$ cat config.mk
export PLATFORM = sky130hd
export DESIGN_NAME = mttu_top
export DESIGN_NICKNAME = d
export VERILOG_FILES = /design/src/hw/mttu_pkg.sv /design/src/hw/mttu_filter.sv /design/src/hw/mttu_top.sv
export SDC_FILE = /design/constraint.sdc
export NUM_CORES = 1
export LEC_CHECK = 0
export ABC_AREA = 1
export BUFFER_PORTS_ARGS = -buffer_cell sky130_fd_sc_hd__buf_2
export CORE_MARGIN = 1
export CORE_UTILIZATION = 51
export DETAILED_ROUTE_END_ITERATION = 10
export PLACE_DENSITY = 0.77
export REMOVE_ABC_BUFFERS = 1
export SLEW_MARGIN = 20
export SYNTH_ARGS = -nofsm -noshare
export SYNTH_HDL_FRONTEND = slang
export SYNTH_SLANG_ARGS = --single-unit
$ cat constraint.sdc
create_clock -name i_clk -period 1.7 [get_ports i_clk]
set_input_delay 0.085 -clock i_clk [delete_from_list [all_inputs] [get_ports i_clk]]
set_output_delay 0.085 -clock i_clk [all_outputs]
set_load 0.03 [all_outputs]
$ cat src/hw/mttu_pkg.sv
package mttu_pkg;

    // Bus geometry
    localparam int          ADDR_W      = 8;

    // Register byte addresses, one aligned word each
    localparam logic [7:0]  OFF_CTRL    = 8'h00;
    localparam logic [7:0]  OFF_CNT_LO  = 8'h04;
    localparam logic [7:0]  OFF_CNT_HI  = 8'h08;
    localparam logic [7:0]  OFF_PER_LO  = 8'h0c;
    localparam logic [7:0]  OFF_PER_HI  = 8'h10;
    localparam logic [7:0]  OFF_CAPTURE_ONE_INPUT    = 8'h14;
    localparam logic [7:0]  OFF_FLT     = 8'h18;
    localparam logic [7:0]  OFF_IRQ_FLG = 8'h1c;
    localparam logic [7:0]  OFF_IRQ_EN  = 8'h20;
    localparam logic [7:0]  OFF_IRQ_PRI = 8'h24;

    // Reset values and implemented-bit masks
    localparam logic [7:0]  RST_BYTE    = 8'h00;
    localparam logic [15:0] RST_WORD    = 16'h0000;
    localparam logic [7:0]  CAPTURE_ONE_INPUT_MASK   = 8'h4f;
    localparam logic [7:0]  FLT_MASK    = 8'h7f;
    localparam int          FILT_EN_BIT = 6;
    localparam int          IRQ_BIT     = 0;

    // Capture channel one modes that arm the trigger reset
    localparam logic [3:0]  CAPM_TRIG_A = 4'he;
    localparam logic [3:0]  CAPM_TRIG_B = 4'hf;

    // Noise filter stable sample count
    localparam int          FILT_STABLE = 3;

    // Prescale select codes and terminal prescaler counts
    localparam logic [1:0]  PS_DIV1     = 2'h0;
    localparam logic [1:0]  PS_DIV2     = 2'h1;
    localparam logic [1:0]  PS_DIV4     = 2'h2;
    localparam logic [1:0]  PS_DIV8     = 2'h3;
    localparam logic [2:0]  PS_LAST1    = 3'h0;
    localparam logic [2:0]  PS_LAST2    = 3'h1;
    localparam logic [2:0]  PS_LAST4    = 3'h3;
    localparam logic [2:0]  PS_LAST8    = 3'h7;

    // Timing: clock period and instruction cycle in ns
    localparam int          CLK_NS      = 25;
    localparam int          TCY_NS      = 100;

    // Instruction cycle phases, Gray coded
    typedef enum logic [1:0] {
        PH_Q1 = 2'b00,
        PH_Q2 = 2'b01,
        PH_Q3 = 2'b11,
        PH_Q4 = 2'b10
    } mttu_phase_e;

    // Timer control register layout, bit 7 down to bit 0
    typedef struct packed {
        logic       sleep_run_enable;
        logic       trigger_reset_disable;
        logic       single_shot_select;
        logic [1:0] prescale_select;
        logic       no_sync_select;
        logic       external_clock_select;
        logic       timer_run_bit;
    } mttu_ctrl_s;

    // Terminal prescaler count for a select code
    function automatic logic [2:0] mttu_presc_last(input logic [1:0] sel);
        logic [2:0] r;
        r = PS_LAST1;
        case (sel)
            PS_DIV2: r = PS_LAST2;
            PS_DIV4: r = PS_LAST4;
            PS_DIV8: r = PS_LAST8;
            default: r = PS_LAST1;
        endcase
        return r;
    endfunction

endpackage

$ cat src/hw/mttu_filter.sv
`timescale 1ns/1ps
module mttu_filter
    import mttu_pkg::*;
#(
    parameter int DEPTH = FILT_STABLE
) (
    // Clock and reset
    input  wire logic i_clk,
    input  wire logic i_rst_n,
    // Sampling strobe and enable
    input  wire logic i_sample,
    input  wire logic i_en,
    // Raw and filtered level
    input  wire logic i_in,
    output logic      o_out
);

    // Depth below two would make the filter a plain sampler
    if (DEPTH < 2) begin : g_chk
        $error("mttu_filter DEPTH must be at least 2");
    end

    logic [DEPTH-1:0] hist_q;
    logic [DEPTH-1:0] hist_d;
    logic             out_q;

    // Newest sample enters at bit 0
    assign hist_d = {hist_q[DEPTH-2:0], i_in};
    assign o_out  = out_q;

    // When enabled, the level moves only when all held samples agree
    always_ff @(posedge i_clk) begin
        if (!i_rst_n) begin
            hist_q <= '0;
            out_q  <= 1'b0;
        end else if (i_sample) begin
            hist_q <= hist_d;
            if (!i_en) begin
                out_q <= i_in;
            end else if (&hist_d) begin
                out_q <= 1'b1;
            end else if (~|hist_d) begin
                out_q <= 1'b0;
            end
        end
    end

endmodule

$ cat src/hw/mttu_top.sv
// Design decisions made here: the register addresses and the APB slave port.
`timescale 1ns/1ps
module mttu_top
    import mttu_pkg::*;
(
    // Clock and reset
    input  wire logic              i_clk,
    input  wire logic              i_rst_n,
    // APB slave
    input  wire logic              i_psel,
    input  wire logic              i_penable,
    input  wire logic              i_pwrite,
    input  wire logic [ADDR_W-1:0] i_paddr,
    input  wire logic [31:0]       i_pwdata,
    output logic      [31:0]       o_prdata,
    output logic                   o_pready,
    output logic                   o_pslverr,
    // Device state
    input  wire logic              i_sleep,
    input  wire logic              i_bor,
    // External count input and capture channel one event
    input  wire logic              i_ext_count,
    input  wire logic              i_capture_one_input_event,
    // Results
    output logic                   o_trigger,
    output logic                   o_irq,
    output logic                   o_irq_high
);

    localparam int LAT_MAX = TCY_NS / CLK_NS;

    mttu_phase_e phase_q;
    mttu_phase_e phase_d;
    mttu_ctrl_s  ctrl_q;
    mttu_ctrl_s  ctrl_d;
    logic [15:0] cnt_q;
    logic [15:0] cnt_d;
    logic [7:0]  hbuf_q;
    logic [7:0]  per_lo_q;
    logic [7:0]  per_hi_q;
    logic [7:0]  capture_one_input_q;
    logic [7:0]  flt_q;
    logic        flag_q;
    logic        en_q;
    logic        pri_q;
    logic [2:0]  presc_q;
    logic [2:0]  presc_d;
    logic        pend_q;
    logic        trig_q;
    logic        irq_q;
    logic        ext_pend_q;
    logic        filt_prev_q;
    logic [31:0] rdata_q;
    logic [7:0]  rd8;

    // Bus phase decode
    wire acc      = i_psel & i_penable;
    wire wr       = acc & i_pwrite;
    wire setup_rd = i_psel & ~i_penable & ~i_pwrite;

    // Address decode
    wire hit_ctrl = (i_paddr == OFF_CTRL);
    wire hit_clo  = (i_paddr == OFF_CNT_LO);
    wire hit_chi  = (i_paddr == OFF_CNT_HI);
    wire hit_plo  = (i_paddr == OFF_PER_LO);
    wire hit_phi  = (i_paddr == OFF_PER_HI);
    wire hit_cap  = (i_paddr == OFF_CAPTURE_ONE_INPUT);
    wire hit_flt  = (i_paddr == OFF_FLT);
    wire hit_flg  = (i_paddr == OFF_IRQ_FLG);
    wire hit_en   = (i_paddr == OFF_IRQ_EN);
    wire hit_pri  = (i_paddr == OFF_IRQ_PRI);
    wire hit_any  = hit_ctrl | hit_clo | hit_chi | hit_plo | hit_phi
                  | hit_cap | hit_flt | hit_flg | hit_en | hit_pri;

    // Write strobes per register
    wire wr_ctrl   = wr & hit_ctrl;
    wire wr_cnt_lo = wr & hit_clo;
    wire wr_cnt_hi = wr & hit_chi;
    wire wr_flag   = wr & hit_flg;
    wire [15:0] wr_val = {hbuf_q, i_pwdata[7:0]};

    // Zero wait states; unmapped addresses answer with an error
    assign o_pready  = 1'b1;
    assign o_pslverr = acc & ~hit_any;
    assign o_prdata  = rdata_q;
    assign o_trigger = trig_q;
    assign o_irq     = irq_q;
    assign o_irq_high = pri_q;

    // Phase sequencer: a 40 MHz clock gives four phases per instruction cycle
    always_comb begin
        phase_d = PH_Q1;
        case (phase_q)
            PH_Q1:   phase_d = PH_Q2;
            PH_Q2:   phase_d = PH_Q3;
            PH_Q3:   phase_d = PH_Q4;
            default: phase_d = PH_Q1;
        endcase
    end

    wire q1 = (phase_q == PH_Q1);
    wire q3 = (phase_q == PH_Q3);
    wire q4 = (phase_q == PH_Q4);
    wire sample_en = (phase_q == PH_Q2) | q4;

    // External input path, sampled on second and fourth phases
    logic filt;
    mttu_filter #(
        .DEPTH (FILT_STABLE)
    ) u_filter (
        .i_clk    (i_clk),
        .i_rst_n  (i_rst_n),
        .i_sample (sample_en),
        .i_en     (flt_q[FILT_EN_BIT]),
        .i_in     (i_ext_count),
        .o_out    (filt)
    );
    wire ext_rise = filt & ~filt_prev_q;

    // Trigger reset acceptance, armed only by the capture trigger modes
    wire cap_trig = (capture_one_input_q[3:0] == CAPM_TRIG_A)
                  | (capture_one_input_q[3:0] == CAPM_TRIG_B);
    wire trig_ok  = i_capture_one_input_event & cap_trig & ~ctrl_q.trigger_reset_disable;

    // Sleep gating; synchronous modes freeze because their clock is gone
    wire sleep_run = ctrl_q.sleep_run_enable & ctrl_q.external_clock_select
                   & ctrl_q.no_sync_select;
    wire run_ok = ctrl_q.timer_run_bit & (~i_sleep | sleep_run);

    // Timer clock: instruction cycle or pending external edge, both on Q1
    wire src_tick = ctrl_q.external_clock_select ? ext_pend_q : 1'b1;
    wire raw_tick = run_ok & q1 & src_tick;
    wire ptick    = raw_tick & (presc_q == mttu_presc_last(ctrl_q.prescale_select));

    // Period match; a bus write or trigger reset in the same cycle pre-empts it
    wire at_period  = (cnt_q == {per_hi_q, per_lo_q});
    wire match_tick = ptick & at_period & ~wr_cnt_lo & ~trig_ok;
    wire shot_end   = match_tick & ctrl_q.single_shot_select;
    wire edge_start = trig_ok & ctrl_q.single_shot_select & ~ctrl_q.timer_run_bit;

    // Prescaler next value
    always_comb begin
        presc_d = presc_q;
        if (!ctrl_q.timer_run_bit || wr_cnt_lo || trig_ok || i_bor) begin
            presc_d = 3'h0;
        end else if (ptick) begin
            presc_d = 3'h0;
        end else if (raw_tick) begin
            presc_d = presc_q + 3'h1;
        end
    end

    // Count next value: bus write, then trigger reset, then counting
    always_comb begin
        cnt_d = cnt_q;
        if (wr_cnt_lo) begin
            cnt_d = wr_val;
        end else if (trig_ok) begin
            cnt_d = RST_WORD;
        end else if (ptick) begin
            cnt_d = at_period ? RST_WORD : cnt_q + 16'h0001;
        end
    end

    // Control next value; a control write leaves the count alone
    always_comb begin
        ctrl_d = ctrl_q;
        if (wr_ctrl) begin
            ctrl_d = mttu_ctrl_s'(i_pwdata[7:0]);
        end else if (shot_end) begin
            ctrl_d.timer_run_bit = 1'b0;
        end else if (edge_start) begin
            ctrl_d.timer_run_bit = 1'b1;
        end
    end

    // Read data mux
    always_comb begin
        rd8 = RST_BYTE;
        if (hit_ctrl) begin
            rd8 = ctrl_q;
        end else if (hit_clo) begin
            rd8 = cnt_q[7:0];
        end else if (hit_chi) begin
            rd8 = hbuf_q;
        end else if (hit_plo) begin
            rd8 = per_lo_q;
        end else if (hit_phi) begin
            rd8 = per_hi_q;
        end else if (hit_cap) begin
            rd8 = capture_one_input_q;
        end else if (hit_flt) begin
            rd8 = flt_q;
        end else if (hit_flg) begin
            rd8 = {7'h00, flag_q};
        end else if (hit_en) begin
            rd8 = {7'h00, en_q};
        end else if (hit_pri) begin
            rd8 = {7'h00, pri_q};
        end
    end

    // Phase, control, count and prescaler state
    always_ff @(posedge i_clk) begin
        if (!i_rst_n) begin
            phase_q <= PH_Q1;
            ctrl_q  <= mttu_ctrl_s'(RST_BYTE);
            cnt_q   <= RST_WORD;
            presc_q <= 3'h0;
        end else begin
            phase_q <= phase_d;
            ctrl_q  <= ctrl_d;
            cnt_q   <= cnt_d;
            presc_q <= presc_d;
        end
    end

    // High buffer: written directly, or loaded from the count on a low byte read
    always_ff @(posedge i_clk) begin
        if (!i_rst_n) begin
            hbuf_q <= RST_BYTE;
        end else if (wr_cnt_hi) begin
            hbuf_q <= i_pwdata[7:0];
        end else if (setup_rd && hit_clo) begin
            hbuf_q <= cnt_q[15:8];
        end
    end

    // Plain configuration registers; brown-out kills the filter enable
    always_ff @(posedge i_clk) begin
        if (!i_rst_n) begin
            per_lo_q <= RST_BYTE;
            per_hi_q <= RST_BYTE;
            capture_one_input_q   <= RST_BYTE;
            flt_q    <= RST_BYTE;
            en_q     <= 1'b0;
            pri_q    <= 1'b0;
        end else begin
            if (wr && hit_plo) per_lo_q <= i_pwdata[7:0];
            if (wr && hit_phi) per_hi_q <= i_pwdata[7:0];
            if (wr && hit_cap) capture_one_input_q <= i_pwdata[7:0] & CAPTURE_ONE_INPUT_MASK;
            if (i_bor) begin
                flt_q[FILT_EN_BIT] <= 1'b0;
            end else if (wr && hit_flt) begin
                flt_q <= i_pwdata[7:0] & FLT_MASK;
            end
            if (wr && hit_en) en_q <= i_pwdata[IRQ_BIT];
            if (wr && hit_pri) pri_q <= i_pwdata[IRQ_BIT];
        end
    end

    // Match pipeline: trigger high through Q4, flag set at Q4 edge; set beats clear
    always_ff @(posedge i_clk) begin
        if (!i_rst_n) begin
            pend_q <= 1'b0;
            trig_q <= 1'b0;
            flag_q <= 1'b0;
            irq_q  <= 1'b0;
        end else begin
            pend_q <= match_tick | (pend_q & ~q4);
            trig_q <= pend_q & q3;
            flag_q <= (pend_q & q4)
                    | (wr_flag ? i_pwdata[IRQ_BIT] : flag_q);
            irq_q  <= flag_q & en_q;
        end
    end

    // Edge detect and read data capture at setup
    always_ff @(posedge i_clk) begin
        if (!i_rst_n) begin
            ext_pend_q  <= 1'b0;
            filt_prev_q <= 1'b0;
            rdata_q     <= 32'h0000_0000;
        end else begin
            ext_pend_q  <= ext_rise | (ext_pend_q & ~q1);
            filt_prev_q <= filt;
            if (setup_rd) rdata_q <= {24'h00_0000, rd8};
        end
    end
endmodule

==> impl_results.md <==
- Cell taking the most area after synthesis: dfxtp_1
- DIE WIDTH: 99.2 µm
- Combinational share of power: 11.3%
- Clk pwr share: 37.9%
- Post-synth EDFFs: 0
- Nets: 798
- Post-DP HPWL: 10100 µm
- Wire length per cell after detailed routing: 16.0 µm
- Total power divided by cell area: 709 nW/µm²
- Clk_skew: 0.0113 ns
- Reg-to-reg startpoint: presc_q[1]
- Reg2reg end: cnt_q[10]
- CP max-delay cell: dfxtp_2
- Vias in the first global route: 4304
- Full die area: 9840 µm²
- Vias: 4813
- Final setup fails: 0
- Clk slew on worst S/H paths: 0.09 ns
- DR iter-0 viols: 462
- Via density: 5.61
- Syn Area/Cell: 7.09 µm²
- Initial antenna violation count: 0
- Internal power: 2.84 mW
- Final WS setup: 0.0507 ns
- Total grt overflow: 0
- Max cap viols: 0
- Final Cell Area: 5610 µm²
- Kind of critical path: register to register
- Critical path peak fanout: 9
- Fillers: 825
- Storage element area: 1700 µm²
- Status: finished, final reports clean
- CTS Buf Count: 9
- Cell family with most CP delay: simple AND/OR/NAND/NOR gates
- Initial Utilization: 52.4%
- Most common cell in the synthesized netlist: nand2_1
- Multi-input gate area: 2690 µm²
- Post-synth cell types: 44
- DRC viols: 0
- HP Start: i_pwdata[7]
- Sw frac: 28.4%
- P&R area growth vs syn: 16.4%
- Post-DP Area: 5210 µm²
- Synth Register Bits: 84
- Die outline height: 99.2 µm
- Io pins: 86
- Post-Syn Area: 4820 µm²
- I/O Buffers: 36
- Worst-Skew Late Latency: 0.37 ns
- Worst EP required: 1.95 ns
- Final Hold Vio Count: 0
- Synth warn: 0
- GRT Total Usage: 27.7%
- Startpoint class of the critical path: register
- Maximum clock path buffer count: 2
- Final WL: 13700 µm
- Top_reg_cell synth: dfxtp_1
- Maximum VDD drop: 0.000358 V
- Nature of the critical path endpoint: register
- Synth top area cells: dfxtp_1 (35%), nand2_1 (9.3%), a21oi_1 (8.7%), o21ai_0 (6.4%), inv_1 (5.5%)
- Synth async-reset ratio: 0%
- DRT antenna net count: 0
- Fmax achieved: 606 MHz
- Drt pass-1 iters: 5
- Gate count of the mapped netlist: 679
- CP max stage delay: 0.37 ns
- Fin crit share: 97.0%
- Critical-path cell list: nand2_2 -> nand2_1 -> o21ai_0 -> nor3_1 -> nand2_1 -> nor2_4 -> nor2_8 -> buf_12 -> a31oi_1 -> a21oi_1
- CTS tree: done
- Num Clock Sinks: 84
- Sw Pwr: 1.13 mW
- Largest net degree at the start of global routing: 63
- Max H-tree Level: 3
- Sequential-to-total area share from yosys stat: 34.9%
- WHS Path Cells: 3
- Core Util, Final: 61.0%
- Routability cong.: 0.924
- First-pass GRT wire length: 21400 µm
- Leak Pwr: 2.36 nW
- WHS Endpoint: ctrl_q[7]
- CTS Root Cell: clkbuf_8
- Most common cell on crit path: nand2_1
- Share of layout cells above drive strength 1: 23.4%
- Worst R2R Path Depth: 10
- Share of the synthesized area in the top cell type: 34.9%
- Seq pwr share: 50.7%
- # diodes: 0
- Hold/Removal Path Class: input port to register
- # rows: 35
- Post-layout min period: 1.65 ns
- CORE AREA: 9200 µm²
- Worst Path Arrival: 1.90 ns
- Buffers and inverters on the worst path: 1
- Max Slew Vio Count: 0
- Worst R2R Setup Slack: 0.05 ns
- Place WS: -0.00872 ns
- Post-synth top cells: nand2_1 (119), a21oi_1 (84), dfxtp_1 (84), inv_1 (70), o21ai_0 (62)
[tightest hold or removal path, stage by stage]
cell     delay (ns)
buf_2          0.10
inv_1          0.07
a21oi_1        0.12
[timing repair]
item / CTS / global route
gates resized for setup: 1 / 43
hold endpoints to repair: 2 / 0
setup endpoints to repair: 2 / 19
pin swaps: 1 / 16
setup buffers: 1 / 3
hold buffers: 1 / 0
gates cloned: 0 / 1
[logic make-up after synthesis]
| kind of cell | after synthesis | share of synthesized area, % |
|---|---|---|
| buffers and inverters | 136 | 13.7 |
| and+or+nand+nor | 245 | 25.8 |
| xor gates and xnor gates | 12 | 2.18 |
| DFF | 84 | 34.9 |
| adders and majority gates | 7 | 1.82 |
| AOI/OAI and AO/OA | 193 | 21.4 |
| other | 2 | 0.156 |
[stage by stage]
stage | hold WS [ns] | total power, mW | TNS (ns) | instances
4_1_cts | 0.0481 | 3.95 | 0 | 854
2_1_floorplan | 0.195 | 2.31 | 0 | 652
6_report | 0.0509 | 3.97 | 0 | 858
3_3_place_gp | 0.310 | 2.45 | 0 | 836
5_1_grt | 0.0617 | 4.12 | -0.504 | 858
3_5_place_dp | 0.332 | 2.47 | -0.00872 | 836
[area by class of cell]
type	instances	share of cell area (%)
inverters	86	5.94
repair buffers	78	9.62
flip-flops and latches	84	30.4
clock buffers	9	2.21
clock inverters	7	1.45
multi-input cells	483	47.9
well taps	111	2.48
[state kept, by name, summed over array words and instances, names as in the netlist]
name and cells:
o_irq 1, pend_q 1, flag_q 1, ext_pend_q 1, o_prdata 8, hbuf_q 8
u_filter.o_out 1, presc_q 3, per_hi_q 8, capture_one_input_q 5, o_irq_high 1, o_trigger 1
u_filter.hist_q 2, per_lo_q 8, phase_q 2, filt_prev_q 1, en_q 1, cnt_q 16
flt_q 7, ctrl_q 8
[power by group through the flow]
stage,clock (mW),sequential [mW],combinational [mW]
global route,1.61,2.02,0.489
floorplan,0,2.06,0.244
CTS,1.51,2.01,0.417
global placement,0,2.06,0.394
detailed placement,0,2.06,0.414
finish,1.51,2.01,0.450
[worst max path at each step]
stage                from         to  slack (ns)  depth (start not counted)
3_3_place_gp   phase_q[0]   cnt_q[1]        0.06                         10
4_1_cts        phase_q[1]   cnt_q[5]       0.003                         10
3_5_place_dp   phase_q[0]   cnt_q[5]      -0.009                         10
5_1_grt        presc_q[1]  cnt_q[10]       -0.05                         10
2_1_floorplan  i_paddr[5]  o_pslverr        0.04                          8
6_report       presc_q[1]  cnt_q[10]        0.05                         10
[cells in the final DEF, fill, tap and decap left out, types with 18 or more instances in the layout]
cell type,instances
o21ai_1,18
nor2_1,35
dfxtp_1,70
nand2_1,116
inv_1,65
conb_1,25
o21ai_0,60
buf_2,36
a21oi_1,83
buf_4,37
nand3_1,23
[routing by layer]
layer  vias up  wire length (µm)  global-route usage (%)
met4         0               398                    12.2
met3        33              1280                    3.94
met5         -                 0                       0
met1      2191              5790                    36.7
met2       244              6280                    45.0
li1       2345                 -                       -
Note: power is estimated with default switching activity, not from simulation.
